## src/shared/cfdb_map.svh

```systemverilog
// Address map, field positions and reset values of the control flags and data buffer
`ifndef CFDB_MAP_SVH
`define CFDB_MAP_SVH
// ------------------------------------------------------------
// Address pages (byte address bit 8) and register indexes
// ------------------------------------------------------------
`define CFDB_PAGE_BIT 8
`define CFDB_PAGE_DBUF 1'b0
`define CFDB_PAGE_CTRL 1'b1
`define CFDB_IDX_DBUF_HIGH 6'h0C
`define CFDB_IDX_DBUF_UMID 6'h0D
`define CFDB_IDX_DBUF_LMID 6'h0E
`define CFDB_IDX_DBUF_LOW 6'h0F
`define CFDB_IDX_PIN_LEVEL 6'h0F
`define CFDB_IDX_TIMER_CARRY 6'h17
`define CFDB_IDX_EDGE_SEL 6'h1F
`define CFDB_IDX_IRQ_ENABLE 6'h2F
`define CFDB_IDX_P1B_DIR 6'h35
`define CFDB_IDX_P0B_DIR 6'h36
`define CFDB_IDX_P0A_DIR 6'h37
`define CFDB_IDX_IRQ_REQUEST 6'h3F
// ------------------------------------------------------------
// Field positions
// ------------------------------------------------------------
`define CFDB_BIT_EXT_LEVEL 0
`define CFDB_BIT_VSYNC_LEVEL 2
`define CFDB_BIT_CARRY 0
`define CFDB_BIT_EDGE_SEL 0
// ------------------------------------------------------------
// Reset values and bus answers
// ------------------------------------------------------------
`define CFDB_RST_NIBBLE 4'h0
`define CFDB_RST_DBUF 16'h0000
`define CFDB_RESP_OKAY 2'h0
`define CFDB_RESP_SLVERR 2'h2
`endif

```

## src/shared/cfdb_pkg.sv

```systemverilog
// Types shared by the control flags and data buffer block
package cfdb_pkg;
  // Request, accept and enable groups; bit 0 ext pin .. bit 3 serial
  typedef struct packed {
    logic serial;
    logic vsync;
    logic timer;
    logic ext;
  } cfdb_irq_t;

  typedef struct packed {
    logic [3:0] p0a;
    logic [3:0] p0b;
    logic [3:0] p1b;
  } cfdb_dirs_t;

  typedef struct packed {
    logic hit;
    logic ctrl;
    logic [5:0] idx;
  } cfdb_dec_t;

  typedef enum logic [2:0] {
    CFDB_RD_IDLE = 3'b001,
    CFDB_RD_FETCH = 3'b010,
    CFDB_RD_RESP = 3'b100
  } cfdb_rd_state_t;
endpackage : cfdb_pkg

```

## src/cfdb_sync.sv

```systemverilog
// Two-flop synchroniser for pin inputs
`timescale 1ns/1ps
module cfdb_sync #(
  parameter int WIDTH = 2
) (
  input wire logic clk_sys,
  input wire logic reset,
  input wire logic [WIDTH-1:0] async_in,
  output logic [WIDTH-1:0] sync_out
);
  logic [WIDTH-1:0] meta;

  if (WIDTH < 1) begin : g_bad_width
    $error("cfdb_sync: WIDTH must be at least 1");
  end

  always_ff @(posedge clk_sys or posedge reset) begin
    if (reset) begin
      meta <= '0;
      sync_out <= '0;
    end else begin
      meta <= async_in;
      sync_out <= meta;
    end
  end
endmodule : cfdb_sync

```

## src/cfdb_dbuf.sv

```systemverilog
// Sixteen-bit data buffer held as four nibble words, two access ports
`timescale 1ns/1ps
`include "cfdb_map.svh"
module cfdb_dbuf (
  input wire logic clk_sys,
  input wire logic reset,
  input wire logic cpu_we,
  input wire logic [1:0] cpu_widx,
  input wire logic [3:0] cpu_wdata,
  input wire logic [1:0] cpu_ridx,
  output logic [3:0] cpu_rdata,
  input wire logic per_we,
  input wire logic [15:0] per_wdata,
  output logic [15:0] per_rdata
);
  // Word 0 sits at 0CH and carries the MSB nibble
  logic [3:0] word [0:3];
  logic [15:0] flat;

  assign flat = {word[0], word[1], word[2], word[3]};

  always_ff @(posedge clk_sys or posedge reset) begin
    if (reset) begin
      for (int i = 0; i < 4; i++) begin
        word[i] <= `CFDB_RST_NIBBLE;
      end
    end else begin
      for (int i = 0; i < 4; i++) begin
        // A bus write to the same word beats a peripheral load
        if (cpu_we && cpu_widx == 2'(i)) begin
          word[i] <= cpu_wdata;
        end else if (per_we) begin
          word[i] <= per_wdata[15-4*i -: 4];
        end
      end
    end
  end

  always_ff @(posedge clk_sys or posedge reset) begin
    if (reset) begin
      cpu_rdata <= `CFDB_RST_NIBBLE;
      per_rdata <= `CFDB_RST_DBUF;
    end else begin
      cpu_rdata <= word[cpu_ridx];
      per_rdata <= flat;
    end
  end
endmodule : cfdb_dbuf

```

## src/cfdb_top.sv

```systemverilog
// Control flags, interrupt requests, port directions and data buffer over AXI4-Lite
//
// Local design decision: the AXI4-Lite register port.
`timescale 1ns/1ps
`include "cfdb_map.svh"
module cfdb_top #(
  parameter int ADDR_W = 12
) (
  input wire logic clk_sys,
  input wire logic reset,
  // AXI4-Lite slave
  input wire logic [ADDR_W-1:0] s_axi_awaddr,
  input wire logic s_axi_awvalid,
  output logic s_axi_awready,
  input wire logic [31:0] s_axi_wdata,
  input wire logic [3:0] s_axi_wstrb,
  input wire logic s_axi_wvalid,
  output logic s_axi_wready,
  output logic [1:0] s_axi_bresp,
  output logic s_axi_bvalid,
  input wire logic s_axi_bready,
  input wire logic [ADDR_W-1:0] s_axi_araddr,
  input wire logic s_axi_arvalid,
  output logic s_axi_arready,
  output logic [31:0] s_axi_rdata,
  output logic [1:0] s_axi_rresp,
  output logic s_axi_rvalid,
  input wire logic s_axi_rready,
  // Pins and event sources
  input wire logic ext_int_pin,
  input wire logic vsync_pin,
  input wire logic time_base_tick,
  input wire logic serial_event,
  input wire cfdb_pkg::cfdb_irq_t irq_accept,
  // Peripheral side of the data buffer
  input wire logic per_load,
  input wire logic [15:0] per_load_data,
  output logic [15:0] per_data,
  // Results
  output cfdb_pkg::cfdb_irq_t irq_pending,
  output logic irq_dispatch,
  output cfdb_pkg::cfdb_dirs_t port_dirs
);
  if (ADDR_W < 10) begin : g_bad_addr_w
    $error("cfdb_top: ADDR_W must be at least 10");
  end

  // ------------------------------------------------------------
  // Address decode
  // ------------------------------------------------------------
  function automatic cfdb_pkg::cfdb_dec_t decode(input logic [ADDR_W-1:0] a);
    cfdb_pkg::cfdb_dec_t d;
    logic known;
    d.idx = a[7:2];
    d.ctrl = a[`CFDB_PAGE_BIT];
    case (d.idx)
      `CFDB_IDX_PIN_LEVEL, `CFDB_IDX_TIMER_CARRY, `CFDB_IDX_EDGE_SEL,
      `CFDB_IDX_IRQ_ENABLE, `CFDB_IDX_P1B_DIR, `CFDB_IDX_P0B_DIR,
      `CFDB_IDX_P0A_DIR, `CFDB_IDX_IRQ_REQUEST: known = 1'b1;
      default: known = 1'b0;
    endcase
    if (d.ctrl == `CFDB_PAGE_DBUF) begin
      known = d.idx >= `CFDB_IDX_DBUF_HIGH && d.idx <= `CFDB_IDX_DBUF_LOW;
    end
    d.hit = known && a[ADDR_W-1:`CFDB_PAGE_BIT+1] == '0;
    return d;
  endfunction : decode

  function automatic logic is_ctrl(input cfdb_pkg::cfdb_dec_t d, input logic [5:0] idx);
    return d.hit && d.ctrl == `CFDB_PAGE_CTRL && d.idx == idx;
  endfunction : is_ctrl

  // ------------------------------------------------------------
  // Pin synchronisers and edge detection
  // ------------------------------------------------------------
  logic ext_level;
  logic vsync_level;
  logic ext_prev;
  logic vsync_prev;

  cfdb_sync #(
    .WIDTH(2)
  ) u_sync (
    .clk_sys(clk_sys),
    .reset(reset),
    .async_in({vsync_pin, ext_int_pin}),
    .sync_out({vsync_level, ext_level})
  );

  always_ff @(posedge clk_sys or posedge reset) begin
    if (reset) begin
      ext_prev <= 1'b0;
      vsync_prev <= 1'b0;
    end else begin
      ext_prev <= ext_level;
      vsync_prev <= vsync_level;
    end
  end

  // ------------------------------------------------------------
  // Write channel
  // ------------------------------------------------------------
  logic aw_got;
  logic w_got;
  logic [ADDR_W-1:0] aw_addr;
  logic [3:0] w_nib;
  logic w_lane0;
  logic do_write;
  logic next_aw_got;
  logic next_w_got;
  logic next_bvalid;
  cfdb_pkg::cfdb_dec_t wr_dec;
  logic wr_ok;

  assign do_write = aw_got && w_got && !s_axi_bvalid;
  assign wr_dec = decode(aw_addr);
  // Only the low byte lane carries the nibble
  assign wr_ok = do_write && w_lane0;
  assign next_aw_got = (aw_got || (s_axi_awvalid && s_axi_awready)) && !do_write;
  assign next_w_got = (w_got || (s_axi_wvalid && s_axi_wready)) && !do_write;
  assign next_bvalid = do_write || (s_axi_bvalid && !s_axi_bready);

  always_ff @(posedge clk_sys or posedge reset) begin
    if (reset) begin
      aw_got <= 1'b0;
      w_got <= 1'b0;
      aw_addr <= '0;
      w_nib <= `CFDB_RST_NIBBLE;
      w_lane0 <= 1'b0;
    end else begin
      aw_got <= next_aw_got;
      w_got <= next_w_got;
      if (s_axi_awvalid && s_axi_awready) begin
        aw_addr <= s_axi_awaddr;
      end
      if (s_axi_wvalid && s_axi_wready) begin
        w_nib <= s_axi_wdata[3:0];
        w_lane0 <= s_axi_wstrb[0];
      end
    end
  end

  // One write at a time: no new address or data until the response is taken
  always_ff @(posedge clk_sys or posedge reset) begin
    if (reset) begin
      s_axi_awready <= 1'b0;
      s_axi_wready <= 1'b0;
      s_axi_bvalid <= 1'b0;
      s_axi_bresp <= `CFDB_RESP_OKAY;
    end else begin
      s_axi_awready <= !next_aw_got && !next_bvalid;
      s_axi_wready <= !next_w_got && !next_bvalid;
      s_axi_bvalid <= next_bvalid;
      if (do_write) begin
        s_axi_bresp <= wr_dec.hit ? `CFDB_RESP_OKAY : `CFDB_RESP_SLVERR;
      end
    end
  end

  // ------------------------------------------------------------
  // Control registers
  // ------------------------------------------------------------
  logic [3:0] edge_sel;
  cfdb_pkg::cfdb_irq_t irq_enable;

  always_ff @(posedge clk_sys or posedge reset) begin
    if (reset) begin
      edge_sel <= `CFDB_RST_NIBBLE;
    end else if (wr_ok && is_ctrl(wr_dec, `CFDB_IDX_EDGE_SEL)) begin
      edge_sel <= w_nib;
    end
  end

  always_ff @(posedge clk_sys or posedge reset) begin
    if (reset) begin
      irq_enable <= `CFDB_RST_NIBBLE;
    end else if (wr_ok && is_ctrl(wr_dec, `CFDB_IDX_IRQ_ENABLE)) begin
      irq_enable <= w_nib;
    end
  end

  always_ff @(posedge clk_sys or posedge reset) begin
    if (reset) begin
      port_dirs <= '0;
    end else if (wr_ok) begin
      if (is_ctrl(wr_dec, `CFDB_IDX_P1B_DIR)) begin
        port_dirs.p1b <= w_nib;
      end
      if (is_ctrl(wr_dec, `CFDB_IDX_P0B_DIR)) begin
        port_dirs.p0b <= w_nib;
      end
      if (is_ctrl(wr_dec, `CFDB_IDX_P0A_DIR)) begin
        port_dirs.p0a <= w_nib;
      end
    end
  end

  // ------------------------------------------------------------
  // Timer carry and interrupt requests
  // ------------------------------------------------------------
  cfdb_pkg::cfdb_rd_state_t rd_state;
  cfdb_pkg::cfdb_rd_state_t next_rd_state;
  cfdb_pkg::cfdb_dec_t rd_dec;
  logic timer_carry;
  logic carry_read;
  logic edge_fall;
  cfdb_pkg::cfdb_irq_t hw_set;
  cfdb_pkg::cfdb_irq_t sw_set;
  cfdb_pkg::cfdb_irq_t irq_clr;
  cfdb_pkg::cfdb_irq_t irq_req;

  assign carry_read = rd_state == cfdb_pkg::CFDB_RD_FETCH &&
                      is_ctrl(rd_dec, `CFDB_IDX_TIMER_CARRY);

  // A tick in the same cycle as the clearing read still leaves the flag set
  always_ff @(posedge clk_sys or posedge reset) begin
    if (reset) begin
      timer_carry <= 1'b0;
    end else begin
      timer_carry <= time_base_tick || (timer_carry && !carry_read);
    end
  end

  assign edge_fall = edge_sel[`CFDB_BIT_EDGE_SEL];
  always_comb begin
    hw_set.ext = edge_fall ? (ext_prev && !ext_level) : (!ext_prev && ext_level);
    hw_set.vsync = edge_fall ? (vsync_prev && !vsync_level) : (!vsync_prev && vsync_level);
    hw_set.timer = time_base_tick;
    hw_set.serial = serial_event;
  end

  assign sw_set = (wr_ok && is_ctrl(wr_dec, `CFDB_IDX_IRQ_REQUEST)) ? w_nib : '0;
  assign irq_clr = irq_accept |
                   ((wr_ok && is_ctrl(wr_dec, `CFDB_IDX_IRQ_REQUEST)) ? ~w_nib : '0);

  // Sets win over clears so that no request is lost
  always_ff @(posedge clk_sys or posedge reset) begin
    if (reset) begin
      irq_req <= `CFDB_RST_NIBBLE;
    end else begin
      irq_req <= hw_set | sw_set | (irq_req & ~irq_clr);
    end
  end

  always_ff @(posedge clk_sys or posedge reset) begin
    if (reset) begin
      irq_pending <= '0;
      irq_dispatch <= 1'b0;
    end else begin
      irq_pending <= irq_req & irq_enable;
      irq_dispatch <= |(irq_req & irq_enable);
    end
  end

  // ------------------------------------------------------------
  // Data buffer
  // ------------------------------------------------------------
  logic [3:0] dbuf_rdata;
  logic [1:0] dbuf_ridx;
  logic dbuf_we;

  assign dbuf_we = wr_ok && wr_dec.hit && wr_dec.ctrl == `CFDB_PAGE_DBUF;
  assign dbuf_ridx = rd_state == cfdb_pkg::CFDB_RD_IDLE ? s_axi_araddr[3:2] : rd_dec.idx[1:0];

  cfdb_dbuf u_dbuf (
    .clk_sys(clk_sys),
    .reset(reset),
    .cpu_we(dbuf_we),
    .cpu_widx(wr_dec.idx[1:0]),
    .cpu_wdata(w_nib),
    .cpu_ridx(dbuf_ridx),
    .cpu_rdata(dbuf_rdata),
    .per_we(per_load),
    .per_wdata(per_load_data),
    .per_rdata(per_data)
  );

  // ------------------------------------------------------------
  // Read channel
  // ------------------------------------------------------------
  logic [3:0] rd_nib;
  logic [ADDR_W-1:0] rd_addr;

  assign rd_dec = decode(rd_addr);

  always_comb begin
    next_rd_state = rd_state;
    unique case (rd_state)
      cfdb_pkg::CFDB_RD_IDLE: begin
        // Ready is still low on the first edge after reset; wait for a real handshake
        if (s_axi_arvalid && s_axi_arready) begin
          next_rd_state = cfdb_pkg::CFDB_RD_FETCH;
        end
      end
      cfdb_pkg::CFDB_RD_FETCH: begin
        next_rd_state = cfdb_pkg::CFDB_RD_RESP;
      end
      cfdb_pkg::CFDB_RD_RESP: begin
        if (s_axi_rready) begin
          next_rd_state = cfdb_pkg::CFDB_RD_IDLE;
        end
      end
    endcase
  end

  always_comb begin
    rd_nib = `CFDB_RST_NIBBLE;
    if (rd_dec.ctrl == `CFDB_PAGE_DBUF) begin
      rd_nib = dbuf_rdata;
    end else begin
      case (rd_dec.idx)
        `CFDB_IDX_PIN_LEVEL: begin
          rd_nib[`CFDB_BIT_EXT_LEVEL] = ext_level;
          rd_nib[`CFDB_BIT_VSYNC_LEVEL] = vsync_level;
        end
        `CFDB_IDX_TIMER_CARRY: rd_nib[`CFDB_BIT_CARRY] = timer_carry;
        `CFDB_IDX_EDGE_SEL: rd_nib = edge_sel;
        `CFDB_IDX_IRQ_ENABLE: rd_nib = irq_enable;
        `CFDB_IDX_P1B_DIR: rd_nib = port_dirs.p1b;
        `CFDB_IDX_P0B_DIR: rd_nib = port_dirs.p0b;
        `CFDB_IDX_P0A_DIR: rd_nib = port_dirs.p0a;
        `CFDB_IDX_IRQ_REQUEST: rd_nib = irq_req;
        default: rd_nib = `CFDB_RST_NIBBLE;
      endcase
    end
  end

  always_ff @(posedge clk_sys or posedge reset) begin
    if (reset) begin
      rd_state <= cfdb_pkg::CFDB_RD_IDLE;
      rd_addr <= '0;
      s_axi_arready <= 1'b0;
      s_axi_rvalid <= 1'b0;
      s_axi_rdata <= '0;
      s_axi_rresp <= `CFDB_RESP_OKAY;
    end else begin
      rd_state <= next_rd_state;
      s_axi_arready <= next_rd_state == cfdb_pkg::CFDB_RD_IDLE;
      s_axi_rvalid <= next_rd_state == cfdb_pkg::CFDB_RD_RESP;
      if (s_axi_arvalid && s_axi_arready) begin
        rd_addr <= s_axi_araddr;
      end
      if (rd_state == cfdb_pkg::CFDB_RD_FETCH) begin
        s_axi_rdata <= rd_dec.hit ? {28'h0000000, rd_nib} : 32'h00000000;
        s_axi_rresp <= rd_dec.hit ? `CFDB_RESP_OKAY : `CFDB_RESP_SLVERR;
      end
    end
  end
endmodule : cfdb_top

```

## config.mk

```make
export PLATFORM = sky130hd
export DESIGN_NAME = cfdb_top
export DESIGN_NICKNAME = d
export VERILOG_FILES = /design/src/shared/cfdb_pkg.sv /design/src/cfdb_sync.sv /design/src/cfdb_dbuf.sv /design/src/cfdb_top.sv
export VERILOG_INCLUDE_DIRS = /design/src /design/src/shared
export SDC_FILE = /design/constraint.sdc
export NUM_CORES = 1
export LEC_CHECK = 0
export ABC_AREA = 1
export BUFFER_PORTS_ARGS = -buffer_cell sky130_fd_sc_hd__buf_2
export CELL_PAD_IN_SITES_DETAIL_PLACEMENT = 1
export CELL_PAD_IN_SITES_GLOBAL_PLACEMENT = 1
export CORE_MARGIN = 3
export CORE_UTILIZATION = 37
export DETAILED_ROUTE_END_ITERATION = 8
export GPL_TIMING_DRIVEN = 0
export PLACE_DENSITY_LB_ADDON = 0.1
export REMOVE_ABC_BUFFERS = 1
export SKIP_CTS_REPAIR_TIMING = 1
export SYNTH_ARGS = -nofsm -noshare
export SYNTH_HDL_FRONTEND = slang
export SYNTH_SLANG_ARGS = --single-unit
```

## constraint.sdc

```tcl
create_clock -name clk_sys -period 4.9 [get_ports clk_sys]
set_input_delay 0.735 -clock clk_sys [delete_from_list [all_inputs] [get_ports clk_sys]]
set_output_delay 0.735 -clock clk_sys [all_outputs]
set_load 0.05 [all_outputs]
```

==> results of run 1 <==
==> registers in the layout (all words and copies together) (netlist names), 2 cells and up <==
signal,count
edge_sel,4
u_sync.sync_out,2
aw_addr,10
s_axi_rdata,4
w_nib,4
u_sync.meta,2
irq_enable,4
irq_pending,4
u_dbuf.per_rdata,16
port_dirs,12
rd_state,3
u_dbuf.cpu_rdata,4
u_dbuf.flat,16
irq_req,4
rd_addr,10
==> where the power goes <==
part           switching, mW  total (mW)  leakage, nW  internal, mW
Clock                  0.422        1.15        0.279         0.732
Combinational          0.387       0.504         1.79         0.117
Sequential             0.134        1.19         1.39          1.05
==> placed cells by master (no fill, tap or decap), types with 2 or more instances in the layout <==
cell type	synthesis	routed
or2_2	2	2
clkinv_4	0	2
nand2_1	137	137
o211ai_1	14	14
clkinv_2	0	6
nor3_1	7	7
clkbuf_1	8	2
a21oi_1	7	7
clkinv_1	5	5
o21ai_1	18	18
nand2_4	3	3
dfrtp_1	112	112
buf_2	2	100
nand3_1	60	60
nor2_1	54	54
o21ai_0	44	44
inv_2	5	5
clkbuf_8	0	3
inv_1	79	78
clkbuf_16	0	17
nor2_2	3	3
nand4_1	13	13
conb_1	1	30
==> per-stage QoR <==
| stage | instance area, um^2 | hold WS (ps) | std cells | worst slack, ps | power [mW] |
|---|---|---|---|---|---|
| floorplan | 5030 | 331 | 604 | 1180 | 1.52 |
| global placement | 5750 | 335 | 880 | -125 | 1.69 |
| detailed placement | 5780 | 336 | 881 | 2790 | 1.71 |
| CTS | 6340 | 348 | 913 | 2760 | 2.88 |
| global route | 6340 | 360 | 913 | 2360 | 3.01 |
| finish | 6340 | 346 | 913 | 2770 | 2.84 |
==> final cells by class <==
cell class / instances / area [um^2]
multi-input cells: 402 / 1870
clock buffers: 22 / 474
inverters: 89 / 337
repair buffers: 101 / 528
well taps: 176 / 220
fillers: 1679 / 7110
flip-flops and latches: 113 / 2830
clock inverters: 10 / 85.1
==> routing by layer <==
layer	global-route usage, %	vias to the layer above	wire, um
met5	0	-	0
met4	6.32	0	218
met3	5.92	16	752
met2	30.7	126	6810
met1	25.3	2142	6500
li1	-	2132	-
==> final timing paths <==
check,startpoint,end,slack (ps),cells past startpoint
max,rd_addr[3]$_DFFE_PP0P_,s_axi_rdata[0]$_DFFE_PP0P_,2770,10
min,u_sync.meta[1]$_DFF_PP0_,u_sync.sync_out[1]$_DFF_PP0_,350,0
max reg2reg,rd_addr[3]$_DFFE_PP0P_,s_axi_rdata[0]$_DFFE_PP0P_,2770,10
min reg2reg,u_sync.meta[1]$_DFF_PP0_,u_sync.sync_out[1]$_DFF_PP0_,350,0
max in group asynchronous,reset,rd_state[0]$_DFF_PP1_,3680,3
min in group asynchronous,reset,u_dbuf.per_rdata[10]$_DFF_PP0_,450,2
==> cells by family after synthesis <==
| kind of cell | Yosys count | synth area share (%) |
|---|---|---|
| AND/OR/NAND/NOR | 286 | 24.6 |
| buffers and inverters | 129 | 11.6 |
| flip-flops | 113 | 54.6 |
| AO/OA/AOI/OAI | 86 | 9.17 |
| other | 1 | 0.0723 |
==> reports/qor.csv, run 1 <==
metric;value;unit
Die Ht;124;um
vias per std cell;4.84;
CP Capture Type;register;
required time of the critical path;5250;ps
Pwr per Cell Area;449;nW/um^2
global-route wire length before repair;23900;um
synthesized area;5180;um^2
Mapped Avg Cell Area;8.43;um^2
initial core utilization;38.5;%
endpoints failing setup;0;
CP Class;reg -> reg;
CTS Buf Count;17;
CTS tree;built;
critical path's slowest cell;nor2_1;
DR WL/cell;15.6;um
leading cell type by number of instances after synthesis;nand2_1;
DR DRC count;0;
drt pass-1 iters;4;
number of core rows;42;
vias in the first global route;4723;
clk slew on worst S/H paths;50;ps
status;complete, no violations;
Hold WC Path Type;reg -> reg;
top cells by area, synth;dfrtp_1 (54%), nand2_1 (9.9%), nand3_1 (5.8%);
Primary FF master, synth;dfrtp_1;
Post-synth EDFFs;0;
CP cell instances;nand2_1, nor2_1, o21ai_0, nand2_1, nor2_1, nand2_1, nand2_1, nor2_1, nand2_1, nand2_1;
Period minus WS final;2130;ps
Synth area leader;dfrtp_1;
I/O pins;166;
fmax;0.469;GHz
vias post-DR;4416;
Util after Layout;47.1;%
Yosys Warn Count;0;
Slew headroom;47.1;%
HPWL Detailed;10600;um
startpoint types;register;
initial antenna violation count;0;
delay-heaviest family, CP;simple AND/OR/NAND/NOR gates;
worst slew pin tran;793;ps
Max Slew Vio Count;0;
clock sink count;113;
Worst-Skew Late Latency;410;ps
Routed Antenna Nets;0;
clk_skew;6.30;ps
Buf/Inv on CP;0;
Mapped Cells;615;
most used cell, CP;nand2_1;
Worst Path Max Fanout;14;
buffer depth of the longest clock path;2;
largest net degree at the start of global routing;63;
H-tree levels;4;
Die Area;15500;um^2
GRT Overall Usage;19.3;%
most frequent cells after synthesis;nand2_1 (137), dfrtp_1 (112), inv_1 (79);
share of cells above drive strength 1;20.8;%
NumNets Final;816;
Final Wtd Congestion;0.890;
register area share after synthesis;54.6;%
arrival time worst endpoint;2480;ps
antenna diode count;0;
global route total overflow;0;
Max VDD drop;0.000346;V
period utilization;43.5;%
Yosys top cell area share;54.1;%
# port buffers;100;
Root Buffer;clkbuf_16;
async set-reset flop share out of synthesis;100;%
Initial DRC Count;216;
Cell variety after synth;31;
die width;124;um
WL final;14300;um
Leakage;3.46;nW
area grow syn2layout;22.2;%
final hold vios;0;
RSZ-0062 raised after global routing;no;
max-cap violation count;0;
core area;13500;um^2
setup TNS;0;ps
Seq cells post-synth;113;
Max stage delay on crit path;630;ps
Power figures use the tool's default switching activity.
==> inputs of run 2 (changes only) <==
CORE_UTILIZATION = 33   (was 37)
clock period = 1.95 ns   (was 4.9 ns; I/O delays follow)
==> run 2 against run 1 <==
  * The run now ends with hold timing left
  * Non-clock buffer count rose by 3
  * Power rose to 2.6 times the previous value
  * Sequential power rose to 2.5 times the previous value
  * Die area rose by 12%
  * First-iteration DRC count fell by 15%
  * Clock power rose to 2.8 times the previous value
  * Largest cell class unchanged
  * Highest routed layer unchanged
==> reports/qor.csv, run 2 (synthesized netlist as in run 1, its figures left out) <==
metric;value;unit
status;finished with violations;
violated checks;hold timing;
area grow syn2layout;25.3;%
Final Wtd Congestion;0.878;
largest net degree at the start of global routing;62;
Hold WC Path Type;in -> async;
worst slew pin tran;711;ps
# port buffers;100;
Tot Pwr;7.50;mW
endpoints failing setup;0;
fmax;0.560;GHz
NumNets Final;819;
max-cap violation count;0;
DR DRC count;0;
H-tree levels;4;
Worst-Skew Late Latency;410;ps
Max Slew Vio Count;0;
clk_skew;8.49;ps
GRT Overall Usage;17.5;%
CTS tree;built;
pre-CTS setup slack;-158;ps
Initial DRC Count;183;
leading cell type in the layout, fill and taps excluded;nand2_1;
global route total overflow;0;
Max VDD drop;0.000682;V
Routed Antenna Nets;0;
Die Area;17300;um^2
Period minus WS final;1790;ps
CTS Buf Count;17;
I/O pins;166;
Placed Instances;916;
CP Capture Type;register;
final hold vios;3;
Finished Cell Area;6490;um^2
CP Class;reg -> reg;
initial antenna violation count;0;
vias in the first global route;4561;
# fillers;1850;
post-route insts no fill;950;
buffer depth of the longest clock path;2;
Die Ht;131;um
Pwr per Cell Area;1160;nW/um^2
drt pass-1 iters;4;
core area;15300;um^2
PnR worst setup slack;164;ps
Fin Hold WS;-14.9;ps
DR WL/cell;15.4;um
antenna diode count;0;
required time of the critical path;2230;ps
setup TNS;0;ps
number of core rows;45;
initial core utilization;33.9;%
Slew headroom;52.6;%
share of cells above drive strength 1;21.4;%
Root Buffer;clkbuf_16;
Worst Path Max Fanout;6;
startpoint types;register;
period utilization;91.6;%
Leakage;3.49;nW
most frequent cells in the layout;nand2_1 (137), dfrtp_1 (112), buf_2 (100);
HPWL Detailed;10800;um
dpl cell area;5820;um^2
clk slew on worst S/H paths;50;ps
global-route wire length before repair;23700;um
WL final;14700;um
clock sink count;113;
arrival time worst endpoint;2060;ps
die width;131;um
vias per std cell;4.58;
vias post-DR;4355;
-- run 2: changes by cell type in the layout (fill, tap and decap cells not counted), sizes merged --
| cell | previous run | this run |
|---|---|---|
| clkinv | 13 | 7 |
| bufinv | 1 | 3 |
| clkinvlp | 1 | 3 |
| dlygate4sd3 | 0 | 2 |
| buf | 101 | 102 |
| clkbuf | 22 | 23 |
-- run 2: where the power goes --
part / switching [mW] / internal [mW]
logic: 0.981 / 0.298
clock network: 1.07 / 2.17
registers: 0.343 / 2.64
-- run 2: cell type report --
cell class,instances,area (um^2),area share (%)
multi-input cells,402,1890,29.0
clock inverters,8,126,1.95
flip-flops and latches,113,2830,43.6
well taps,211,264,4.06
inverters,89,337,5.18
repair buffers,104,556,8.55
clock buffers,23,498,7.67
-- run 2: final timing paths --
check                                         start                           end  slack [ps]  cells after the start
hold reg to reg            u_sync.meta[1]$_DFF_PP0_  u_sync.sync_out[1]$_DFF_PP0_         350                      0
hold / removal                                reset      port_dirs[5]$_DFFE_PP0P_         -10                      2
setup reg to reg             aw_addr[6]$_DFFE_PP0P_    u_dbuf.flat[2]$_DFFE_PP0P_         160                      7
setup / recovery             aw_addr[6]$_DFFE_PP0P_    u_dbuf.flat[2]$_DFFE_PP0P_         160                      7
min in group clk_sys                   serial_event          irq_req[3]$_DFF_PP0_          70                      2
max in group asynchronous                     reset        aw_addr[2]$_DFFE_PP0P_        1230                      3
-- run 2: per-layer routing --
metal  global-route usage [%]  vias up  routed length (um)
met5                        0        -                   0
met4                     6.42        0                 253
met3                     4.36       19                 656
met2                     28.3      112                6810
met1                     22.8     2087                6930
li1                         -     2137                   -
-- run 2: worst max-delay path, stage by stage, from the launching register on --
cell      delay [ps]
dfrtp_1          440
inv_2            100
nand2_2           80
nand3_1           70
nor2_1           310
nand3_1          310
nand2_1          220
o211ai_1         120
-- run 2: metrics by stage --
stage / hold slack [ps] / utilization [%]
final: -14.9 / 42.4
after global routing: 58.9 / 42.4
after CTS: -35.7 / 42.1
after detailed placement: 339 / 38.0
after global placement: 336 / 37.8
after floorplan: 324 / -
